## src/hdl/hbc_pkg.sv

```systemverilog
// hbc_pkg: shared states, carriers and constants for the host bus cycle sequencer
package hbc_pkg;

	// bus cycle states
	typedef enum logic [2:0] {
		ST_IDLE,
		ST_ADDR,
		ST_DATA,
		ST_NAWAIT,
		ST_PIPEADDR,
		ST_PIPEDATA,
		ST_TRANS
	} hbc_state_t;

	// bus inputs returned by the chipset, all active low
	typedef struct packed {
		logic burstReadyN;
		logic nextAddrReqN;
		logic busBackoffN;
	} hbc_busin_t;

	// attributes of one bus cycle
	typedef struct packed {
		logic write;
		logic burst;
	} hbc_cycle_t;

	// beats in a burst and width of the beat counter
	localparam int BURST_BEATS = 4;
	localparam int BEAT_W = 2;
	localparam logic [BEAT_W-1:0] BEAT_LAST = 2'H3;
	localparam logic [BEAT_W-1:0] BEAT_FIRST = 2'H0;
	// width of the bus frequency selection
	localparam int FREQ_W = 3;
	localparam logic [FREQ_W-1:0] FREQ_RESET = 3'H0;
	// synchroniser stages for inputs from outside the clock
	localparam int SYNC_STAGES = 3;
	// bits of the boundary capture chain
	localparam int BSCAN_LEN = 8;
	localparam logic [BSCAN_LEN-1:0] BSCAN_RESET = 8'H00;

endpackage

```

## src/hdl/hbc_bus_seq.sv

```systemverilog
// hbc_bus_seq: bus cycle state machine for the external local bus
`timescale 1ns/10ps
`default_nettype none
// Contract
// - sample and drive bus on rising clock
// - capture frequency select at reset release
// - flush sampled at reset release and clocks
// - scan: capture on TCK rise, drive fall
// - active low asserted low, high high
// - idle leaves bus undriven until request
// - idle after final ready in data state
// - reset or backoff forces idle immediately
// - address strobe one clock, then data
// - data waits for next-address or final ready
// - final ready wins; next-address goes waiting
// - waiting: final ready to idle or address
// - pipeline address strobes, then pipeline data
// - reversal on final ready inserts transition
// - next-address ignored in pipeline address
// - pipeline data issues no further cycles
// - pipeline data final ready: transition, data, waiting
// - transition lasts one clock, then data, or waiting on next-address
// - ready sampled from edge after strobe negates
// - burst ends on fourth ready, single first
// - idle clock between non-pipelined cycles; none when waiting-state final ready meets a request
module hbc_bus_seq
	import hbc_pkg::*;
(
	// clock, reset and enable
	input wire logic core_clk,
	input wire logic rst_n,
	input wire logic clk_en,
	// bus inputs from the chipset
	input wire hbc_busin_t busIn,
	input wire logic [FREQ_W-1:0] busFreqSel,
	input wire logic cacheFlushReqN,
	// internal cycle request
	input wire logic reqValid,
	input wire hbc_cycle_t reqCycle,
	// boundary scan pins
	input wire logic scanMode,
	input wire logic tck,
	input wire logic tdi,
	// bus outputs
	output logic addrStrobeN,
	output logic busDriveEn,
	output logic dataDirWrite,
	// internal status
	output logic reqTaken,
	output logic cycleDone,
	output hbc_state_t busState,
	output logic [FREQ_W-1:0] busFreqLatched,
	output logic flushPending,
	output logic tdo
);

	// asserted-sense views of the active-low bus inputs
	logic burst_ready_n;
	logic naReq;
	logic backoff;
	// state and its next value
	hbc_state_t state;
	hbc_state_t next_state;
	// current and pipelined cycle attributes
	hbc_cycle_t curCycle;
	hbc_cycle_t pendCycle;
	// ready beats counted in the current cycle
	logic [BEAT_W-1:0] beatCnt;
	// next-address seen while two cycles are outstanding
	logic naSeen;
	// decoded events
	logic sampleReady;
	logic lastBeat;
	logic reversal;
	logic startCycle;
	// reset release tracking
	logic rstSeen;
	// synchronised asynchronous pins
	logic flushSyncN;
	logic tckSync;
	logic tdiSync;
	logic scanSync;
	logic tckPrev;
	logic [BSCAN_LEN-1:0] scanChain;

	// pins inside the chip's clock domain use plain sense inversion
	assign burst_ready_n = !busIn.burstReadyN;
	assign naReq = !busIn.nextAddrReqN;
	assign backoff = !busIn.busBackoffN;

	// flush and scan pins arrive from outside the clock
	hbc_sync #(
		.WIDTH(4),
		.INIT(4'H8)
	) u_sync (
		.core_clk(core_clk),
		.rst_n(rst_n),
		.clk_en(clk_en),
		.asyncIn({cacheFlushReqN, tck, tdi, scanMode}),
		.syncOut({flushSyncN, tckSync, tdiSync, scanSync})
	);

	// ready is looked at only after the strobe clock has ended
	always_comb begin
		sampleReady = (state == ST_DATA) || (state == ST_NAWAIT) ||
			(state == ST_PIPEADDR) || (state == ST_PIPEDATA);
	end

	// final ready: fourth beat of a burst, first of a single
	always_comb begin
		lastBeat = sampleReady && burst_ready_n &&
			(beatCnt == (curCycle.burst ? BEAT_LAST : BEAT_FIRST));
	end

	// direction change between current and pipelined cycle
	assign reversal = (curCycle.write != pendCycle.write);

	// next state
	always_comb begin
		next_state = state;
		case (state)
			ST_IDLE: begin
				// stays idle until the core asks for a cycle
				if (reqValid) begin
					next_state = ST_ADDR;
				end
			end
			ST_ADDR: begin
				// strobe lasts one clock
				next_state = ST_DATA;
			end
			ST_DATA: begin
				// final ready wins over a coincident next-address
				if (lastBeat) begin
					next_state = ST_IDLE;
				end else if (naReq) begin
					next_state = ST_NAWAIT;
				end
			end
			ST_NAWAIT: begin
				// final ready before a new cycle is driven
				if (lastBeat) begin
					next_state = reqValid ? ST_ADDR : ST_IDLE;
				end else if (reqValid) begin
					next_state = ST_PIPEADDR;
				end
			end
			ST_PIPEADDR: begin
				// next-address is not looked at here
				if (lastBeat) begin
					next_state = reversal ? ST_TRANS : ST_DATA;
				end else begin
					next_state = ST_PIPEDATA;
				end
			end
			ST_PIPEDATA: begin
				// two cycles outstanding, nothing new issued
				if (lastBeat) begin
					if (reversal) begin
						next_state = ST_TRANS;
					end else begin
						next_state = (naSeen || naReq) ? ST_NAWAIT : ST_DATA;
					end
				end
			end
			ST_TRANS: begin
				// one turnaround clock
				next_state = naReq ? ST_NAWAIT : ST_DATA;
			end
			default: begin
				next_state = ST_IDLE;
			end
		endcase
		// backoff aborts from any state on the edge it is seen
		if (backoff) begin
			next_state = ST_IDLE;
		end
	end

	// a new strobe is launched
	assign startCycle = (next_state == ST_ADDR) || (next_state == ST_PIPEADDR);

	// state register, rising edge only
	always_ff @(posedge core_clk) begin
		if (!rst_n) begin
			state <= ST_IDLE;
		end else if (clk_en) begin
			state <= next_state;
		end
	end

	// bus pin outputs registered from the next state
	always_ff @(posedge core_clk) begin
		if (!rst_n) begin
			addrStrobeN <= 1'H1;
			busDriveEn <= 1'H0;
			busState <= ST_IDLE;
		end else if (clk_en) begin
			addrStrobeN <= !startCycle;
			busDriveEn <= (next_state != ST_IDLE) && (next_state != ST_TRANS);
			busState <= next_state;
		end
	end

	// current cycle attributes and direction pin
	always_ff @(posedge core_clk) begin
		if (!rst_n) begin
			curCycle <= '0;
			pendCycle <= '0;
			dataDirWrite <= 1'H0;
		end else if (clk_en) begin
			if (next_state == ST_ADDR) begin
				curCycle <= reqCycle;
				dataDirWrite <= reqCycle.write;
			end else if (next_state == ST_PIPEADDR) begin
				pendCycle <= reqCycle;
			end else if (lastBeat && (state == ST_PIPEADDR || state == ST_PIPEDATA)) begin
				// pipelined cycle becomes current
				curCycle <= pendCycle;
				dataDirWrite <= pendCycle.write;
			end
		end
	end

	// ready beat counter
	always_ff @(posedge core_clk) begin
		if (!rst_n) begin
			beatCnt <= BEAT_FIRST;
		end else if (clk_en) begin
			if (backoff || lastBeat || next_state == ST_ADDR) begin
				beatCnt <= BEAT_FIRST;
			end else if (sampleReady && burst_ready_n) begin
				beatCnt <= beatCnt + 1'H1;
			end
		end
	end

	// next-address remembered during pipeline data
	always_ff @(posedge core_clk) begin
		if (!rst_n) begin
			naSeen <= 1'H0;
		end else if (clk_en) begin
			if (state != ST_PIPEDATA || lastBeat || backoff) begin
				naSeen <= 1'H0;
			end else if (naReq) begin
				naSeen <= 1'H1;
			end
		end
	end

	// one-clock status pulses
	always_ff @(posedge core_clk) begin
		if (!rst_n) begin
			reqTaken <= 1'H0;
			cycleDone <= 1'H0;
		end else if (clk_en) begin
			reqTaken <= startCycle;
			cycleDone <= lastBeat && !backoff;
		end
	end

	// frequency select captured on the first enabled clock after release
	always_ff @(posedge core_clk) begin
		if (!rst_n) begin
			rstSeen <= 1'H0;
			busFreqLatched <= FREQ_RESET;
		end else if (clk_en && !rstSeen) begin
			rstSeen <= 1'H1;
			busFreqLatched <= busFreqSel;
		end
	end

	// flush request: captured at release, then on every clock
	always_ff @(posedge core_clk) begin
		if (!rst_n) begin
			flushPending <= 1'H0;
		end else if (clk_en) begin
			if (!flushSyncN) begin
				flushPending <= 1'H1;
			end else if (next_state == ST_ADDR) begin
				flushPending <= 1'H0;
			end
		end
	end

	// scan chain: capture on tck rise, shift out on tck fall
	always_ff @(posedge core_clk) begin
		if (!rst_n) begin
			tckPrev <= 1'H0;
			scanChain <= BSCAN_RESET;
			tdo <= 1'H0;
		end else if (clk_en) begin
			tckPrev <= tckSync;
			if (scanSync && tckSync && !tckPrev) begin
				scanChain <= {scanChain[BSCAN_LEN-2:0], tdiSync};
			end
			if (scanSync && !tckSync && tckPrev) begin
				tdo <= scanChain[BSCAN_LEN-1];
			end
		end
	end
endmodule
`default_nettype wire

```

## src/hdl/hbc_sync.sv

```systemverilog
// hbc_sync: three-stage synchroniser that passes a change once stages two and three agree
`timescale 1ns/10ps
`default_nettype none
module hbc_sync
	import hbc_pkg::*;
#(
	parameter int WIDTH = 1,
	parameter logic [WIDTH-1:0] INIT = '0
) (
	// clock, reset and enable
	input wire logic core_clk,
	input wire logic rst_n,
	input wire logic clk_en,
	// asynchronous in, filtered out
	input wire logic [WIDTH-1:0] asyncIn,
	output logic [WIDTH-1:0] syncOut
);

	// stage chain; stage 0 is read only by stage 1
	logic [WIDTH-1:0] stage [SYNC_STAGES];

	// shift the chain
	always_ff @(posedge core_clk) begin
		if (!rst_n) begin
			for (int i = 0; i < SYNC_STAGES; i++) begin
				stage[i] <= INIT;
			end
		end else if (clk_en) begin
			stage[0] <= asyncIn;
			for (int i = 1; i < SYNC_STAGES; i++) begin
				stage[i] <= stage[i-1];
			end
		end
	end

	// accept a bit only when the last two stages agree
	genvar b;
	generate
		for (b = 0; b < WIDTH; b++) begin : g_bit
			always_ff @(posedge core_clk) begin
				if (!rst_n) begin
					syncOut[b] <= INIT[b];
				end else if (clk_en && (stage[1][b] == stage[2][b])) begin
					syncOut[b] <= stage[2][b];
				end
			end
		end
	endgenerate
endmodule
`default_nettype wire

```

## config.mk

```make
export PLATFORM = sky130hd
export DESIGN_NAME = hbc_bus_seq
export DESIGN_NICKNAME = d
export VERILOG_FILES = /design/src/hdl/hbc_pkg.sv /design/src/hdl/hbc_bus_seq.sv /design/src/hdl/hbc_sync.sv
export SDC_FILE = /design/constraint.sdc
export NUM_CORES = 1
export LEC_CHECK = 0
export BUFFER_PORTS_ARGS = -buffer_cell sky130_fd_sc_hd__buf_2
export CAP_MARGIN = 25
export CORE_ASPECT_RATIO = 0.8
export CORE_UTILIZATION = 55
export DETAILED_ROUTE_END_ITERATION = 10
export GPL_TIMING_DRIVEN = 0
export PLACE_DENSITY = 0.82
export SYNTH_ARGS = -nofsm -noshare
export SYNTH_HDL_FRONTEND = slang
export SYNTH_SLANG_ARGS = --single-unit
```

## constraint.sdc

```tcl
create_clock -name core_clk -period 3 [get_ports core_clk]
set_input_delay 0.6 -clock core_clk [delete_from_list [all_inputs] [get_ports core_clk]]
set_output_delay 0.6 -clock core_clk [all_outputs]
set_load 0.05 [all_outputs]
```

## Word level (Yosys, flattened, before mapping)

Memories as Yosys holds them, arrays and structs flattened.
Index checks and enable logic that the tools add are counted.

| operators by class | value |
|---|---|
| $add $sub $neg | 1 |
| eq/ne operators | 19 |
| mux-type cells | 34 |
| bitwise operators | 4 |
| reductions and logical operators | 42 |

Operators by type and width:

| operator | number |
|---|---|
| two-way mux 3 bit | 10 |
| one-hot mux 3 bit (7 select lines) | 1 |
| logical AND 1 bit | 14 |
| two-way mux 1 bit | 14 |
| == test 3 bit, second input constant | 4 |
| two-way mux 2 bit | 6 |
| two-way mux 4 bit | 3 |
| logical OR 1 bit | 10 |
| AND reduction 2 bit | 5 |
| zero test 1 bit | 7 |
| == test 3 x 1 -> 1 bit, second input constant | 2 |
| == test 3 x 2 -> 1 bit, second input constant | 2 |
| != test 3 bit, second input constant | 2 |
| AND reduction 3 bit | 2 |
| == test 1 bit | 4 |
| != test 2 x 1 -> 1 bit, second input constant | 2 |
| nonzero test 2 bit | 2 |
| zero test 3 bit | 1 |
| bitwise OR 1 bit | 3 |
| nonzero test 3 bit | 1 |
| adder 2 x 1 -> 2 bit, second input constant | 1 |
| == test 2 bit | 1 |
| != test 2 bit, second input constant | 1 |
| != test 1 bit | 1 |
| NOT 1 bit | 1 |

| word-level totals | value |
|---|---|
| register bits | 34 |
| RAM bits | 12 |
| output and inout port bits | 13 |
| memories | 1 |

Memory list:

| memory | depth | width | read ports | clocked after Yosys merged registers in | wr ports | line | RTL |
|---|---|---|---|---|---|---|---|
| u_sync.stage | 3 | 4 | 3 | 0 | 3 | hbc_sync.sv:20 | `logic [WIDTH-1:0] stage [SYNC_STAGES];` |

## Longest topological paths before layout

| logic depth | value |
|---|---|
| depth in word-level cells | 13 |
| gate-level depth with buffers | 11 |

## Hierarchy

From an unflattened synthesis, not the netlist that was laid out.

| second synthesis, totals | value |
|---|---|
| cell total of the unflattened synthesis | 219 |
| area total of the unflattened synthesis | 2125.8 µm² |

Modules (own cells, without submodules):

| module | times used | cells each | area each (µm²) |
|---|---|---|---|
| hbc_bus_seq | 1 | 170 | 1476.4 |
| hbc_sync | 1 | 49 | 649.4 |

## Worst setup path after synthesis

Ideal clock, no wire load.

| timing | value |
|---|---|
| path type | register to register |
| from | register, netlist name busState[1] |
| to | register pendCycle[0] (netlist bit) |
| setup time | 72 ps |
| data arrival time | 2421 ps |
| data required time | 2928 ps |
| slack | 508 ps |
| stages on the path, launching flop included | 12 |
| path buffers | 3 |
| path through | dfxtp_1 buf_2 inv_1 ha_1 nor2_4 o21ai_2 buf_6 o211a_1 a21oi_2 and3_1 buf_6 mux2i_1 |

RTL lines:

| element | line | RTL |
|---|---|---|
| end signal, assigned | hbc_bus_seq.sv:216 | `pendCycle <= reqCycle;` |
| end, declared | hbc_bus_seq.sv:66 | `hbc_cycle_t pendCycle;` |

==> summary.txt <==
Outcome
  • Status: finished with violations
  • Failing checks: DRC

Cells and area
  • Filler cells: 273
  • Reg area: 0.001021 mm2
  • Layout cells sized above 1: between 20% and 30%
  • Area of the multi-input gates: a little under 0.001 mm2
  • N_diodes: 0
  • Final net count: 280
  • Area Growth Syn to Fin: 13.02%

STA
  • Peak Freq: between 400 and 500 MHz
  • Fin crit share: 80.77%
  • RSZ-0062 raised after global routing: false
  • Final Skew: around 0.0072 ns
  • Final setup violation count: 0
  • Tmin final: 2.423 ns
  • Fin. Hold Viols: 0
  • Slew HR: between 60% and 70%
  • Worst hold slack: 0.4567 ns
  • Slew Viols, Final: 0
  • Slew @ Worst Pin: 0.5380 ns
  • Setup TNS: 0 ns

Route
  • Drt initial violations: 143
  • DRC errors left: 2
  • Antenna Nets Post-Route: 0
  • Routed WL: 4319 um
  • Drt first pass iters: 7
  • Vias: around 1,700
  • Via density: approximately 5.7
  • Avg WL per Cell: 14.11 um

Power
  • VDD IR max: 0.0004197 V
  • Cell area power density: 476.0 mW/mm2
  • Leak: 1.004 nW

Placement
  • Port bufs: 27
  • Post-DP HPWL: roughly 3000 um
  • Routability cong.: 0.8296

Global routing
  • GR peak layer: met1
  • M3 GR Usage: ~6.5%
  • Met1 Use GR: between 30% and 40%
  • Met2 Use GR: 34.15%
  • First-pass GRT wire length: 7314 um
  • Grt ovf: 0
  • Initial antenna violation count: 0
  • Vias in the first global route: around 1,500
  • Largest net degree at the start of global routing: 15
  • Gr usage total: between 20% and 30%

Synth
  • Synthesized area: 0.002105 mm2
  • Most frequent cells after synthesis: 34 x nand2_1, 33 x dfxtp_1, 20 x a21oi_1
  • Mapped Nets: 246
  • Sequential cell area fraction in the yosys report: 48.51%
  • Synth warnings: 0
  • Top cell type's share of synthesized area: 31.39%
  • Syn Inst Count: 229
  • Post-synth top flop: dfxtp_1
  • Top cell type by total area after synthesis: dfxtp_1
  • Yosys reg bits: 45
  • Netlist cell types: 49
  • Synth Area per Inst: 9.190 um2
  • Dominant cells by area after synthesis: dfxtp_1 31%, edfxtp_1 17%, nand2_1 6.1%
  • Most frequent cell after synthesis: nand2_1
  • Async SR Flop Fraction: 0%
  • EDFF count, synth: 12

Floorplanning
  • Initial cell density of the core: about three fifths
  • I/O pin cnt: 29
  • Core Area: 0.003542 mm2
  • Die Y: between 50 and 60 um
  • Row Count: 19
  • Die W: 71.16 um
  • DIE AREA: 0.004079 mm2

Clock tree
  • Post-CTS Resized: 0
  • Worst skew pair latency: 0.30 ns
  • Cts hold-fix bufs: 0
  • Postcts setup bufs: 0
  • CTS root buf: clkbuf_8
  • CTS tree: built
  • Clock transition at path regs: ~0.080 ns
  • CTS buffer count: 5
  • H-tree levels: 2
  • CTS sink cnt: 45
  • Max Root-Sink Buffers: 2

Critical path
  • Worst reg-to-reg setup slack: 0.58 ns
  • Worst EP arrival: 2.66 ns
  • R2R depth: 11
  • Worst path top cell family by delay: buffers and inverters
  • Critical Path Sink: pendCycle[1]$_SDFFE_PN0P_
  • Worst R2R Start: busState[1]$_SDFFE_PN0P_
  • Most common cell on crit path: buf_6
  • CP max FO: 10
  • Crit. path cell count: 11
  • CP Cell Sequence: buf_2, inv_1, ha_1, nor2_4, o21ai_2, buf_6, o211a_1, a21oi_2, and3_1, buf_6, mux2i_1
  • R2r endpoint: pendCycle[1]$_SDFFE_PN0P_
  • Crit-path slowest cell: dfxtp_1
  • CP Buf/Inv Count: 4
  • Worst path required time: 3.24 ns
  • Setup CP Type: reg2reg
  • CP Capture Type: register
  • Critical Path Source Type: register
  • Crit path launch: busState[1]$_SDFFE_PN0P_
  • CP peak stage delay: 0.39 ns

Job
  • Number of max-cap violations: 0

Min path
  • Hold Path Depth: 2
  • Worst hold path class: reg2reg
[area by class of cell]
| type | count | share of cell area, % |
|---|---|---|
| buffer | 15 | 3.156 |
| clock buffer | 5 | 2.893 |
| clock inverter | 3 | 0.7365 |
| inverter | 6 | 0.9469 |
| multi-input combinational | 163 | 41.45 |
| sequential | 45 | 42.92 |
| tap | 42 | 2.209 |
| timing repair buffer | 27 | 5.681 |
[worst register-to-register path: stages, from the launching register on]
cell and delay, ns:
dfxtp_1 0.39, buf_2 0.23, inv_1 0.12, ha_1 0.34, nor2_4 0.17, o21ai_2 0.10, buf_6 0.15, o211a_1 0.22
a21oi_2 0.12, and3_1 0.23, buf_6 0.14, mux2i_1 0.16
[cells in the final DEF (no fill, tap or decap), drive strengths merged]
cell type   n
nand2      34
dfxtp      33
buf        32
a21oi      23
nor2       20
clkbuf     15
o21ai      14
edfxtp     12
and3       12
mux2i      11
inv         5
or2         4
a21o        4
nand2b      4
nand3       4
nor3        4
clkinv      4
a31oi       3
o211ai      3
and4b       3
nand4b      2
nor2b       2
o31ai       2
nor3b       1
and3b       1
xnor2       1
o211a       1
xor2        1
o21a        1
o311a       1
a2111oi     1
a311o       1
nor4        1
o2111ai     1
and4        1
a2bb2oi     1
ha          1
[worst min path at each step]
stage	from	endpoint
final	scanChain[2]$_SDFFE_PN0P_	scanChain[3]$_SDFFE_PN0P_
after global routing	scanChain[2]$_SDFFE_PN0P_	scanChain[2]$_SDFFE_PN0P_
after CTS	scanChain[2]$_SDFFE_PN0P_	scanChain[3]$_SDFFE_PN0P_
after detailed placement	scanChain[2]$_SDFFE_PN0P_	scanChain[3]$_SDFFE_PN0P_
after global placement	scanChain[2]$_SDFFE_PN0P_	scanChain[3]$_SDFFE_PN0P_
after floorplan	scanChain[0]$_SDFFE_PN0P_	scanChain[1]$_SDFFE_PN0P_
[report_power, final]
part	total [mW]	leakage [nW]	internal, mW	switching [mW]
logic	0.114	0.567	0.0377	0.0762
clock network	0.366	0.0455	0.161	0.205
registers	0.653	0.392	0.643	0.0101
total	1.13	1.00	0.841	0.291
[per-layer routing]
layer / up-vias / share of wire, %
met1: 792 / 49
met2: 58 / 43
met5: - / 0
li1: 881 / -
met3: 7 / 6.7
met4: 0 / 1.3
[cell families (layout without fill, tap and decap cells)]
logic type / Yosys count / count (layout) / share of synthesized area [%]
AND/OR/NAND/NOR: 93 / 93 / 22.89
buffers and inverters: 21 / 56 / 4.637
XOR/XNOR: 2 / 2 / 0.8325
flip-flops: 45 / 45 / 48.51
adder cells (fa/ha/maj): 1 / 1 / 0.5944
AO/OA/AOI/OAI: 56 / 56 / 17.12
multiplexers: 11 / 11 / 5.410
[through the flow]
| stage | cells | power (mW) | utilization (%) | worst slack (ns) | area, um2 |
|---|---|---|---|---|---|
| after floorplan | 229 | 0.7441 | - | 0.5076 | 2105 |
| after global placement | 298 | 0.7765 | 64.71 | 0.5451 | 2292 |
| after detailed placement | 298 | 0.7791 | 64.71 | 0.5691 | 2292 |
| after CTS | 306 | 1.136 | 67.15 | 0.5826 | 2379 |
| after global routing | 306 | 1.176 | 67.15 | 0.4379 | 2379 |
| final | 306 | 1.132 | 67.15 | 0.5768 | 2379 |
[state kept, by name (all words and copies together) (netlist names)]
name,cells
busDriveEn,1
naSeen,1
curCycle,1
pendCycle,2
dataDirWrite,1
reqTaken,1
rstSeen,1
addrStrobeN,1
u_sync.syncOut,4
u_sync.stage,12
tdo,1
cycleDone,1
tckPrev,1
beatCnt,2
scanChain,8
busFreqLatched,3
flushPending,1
busState,3
Note: power is estimated with default switching activity, not from simulation.
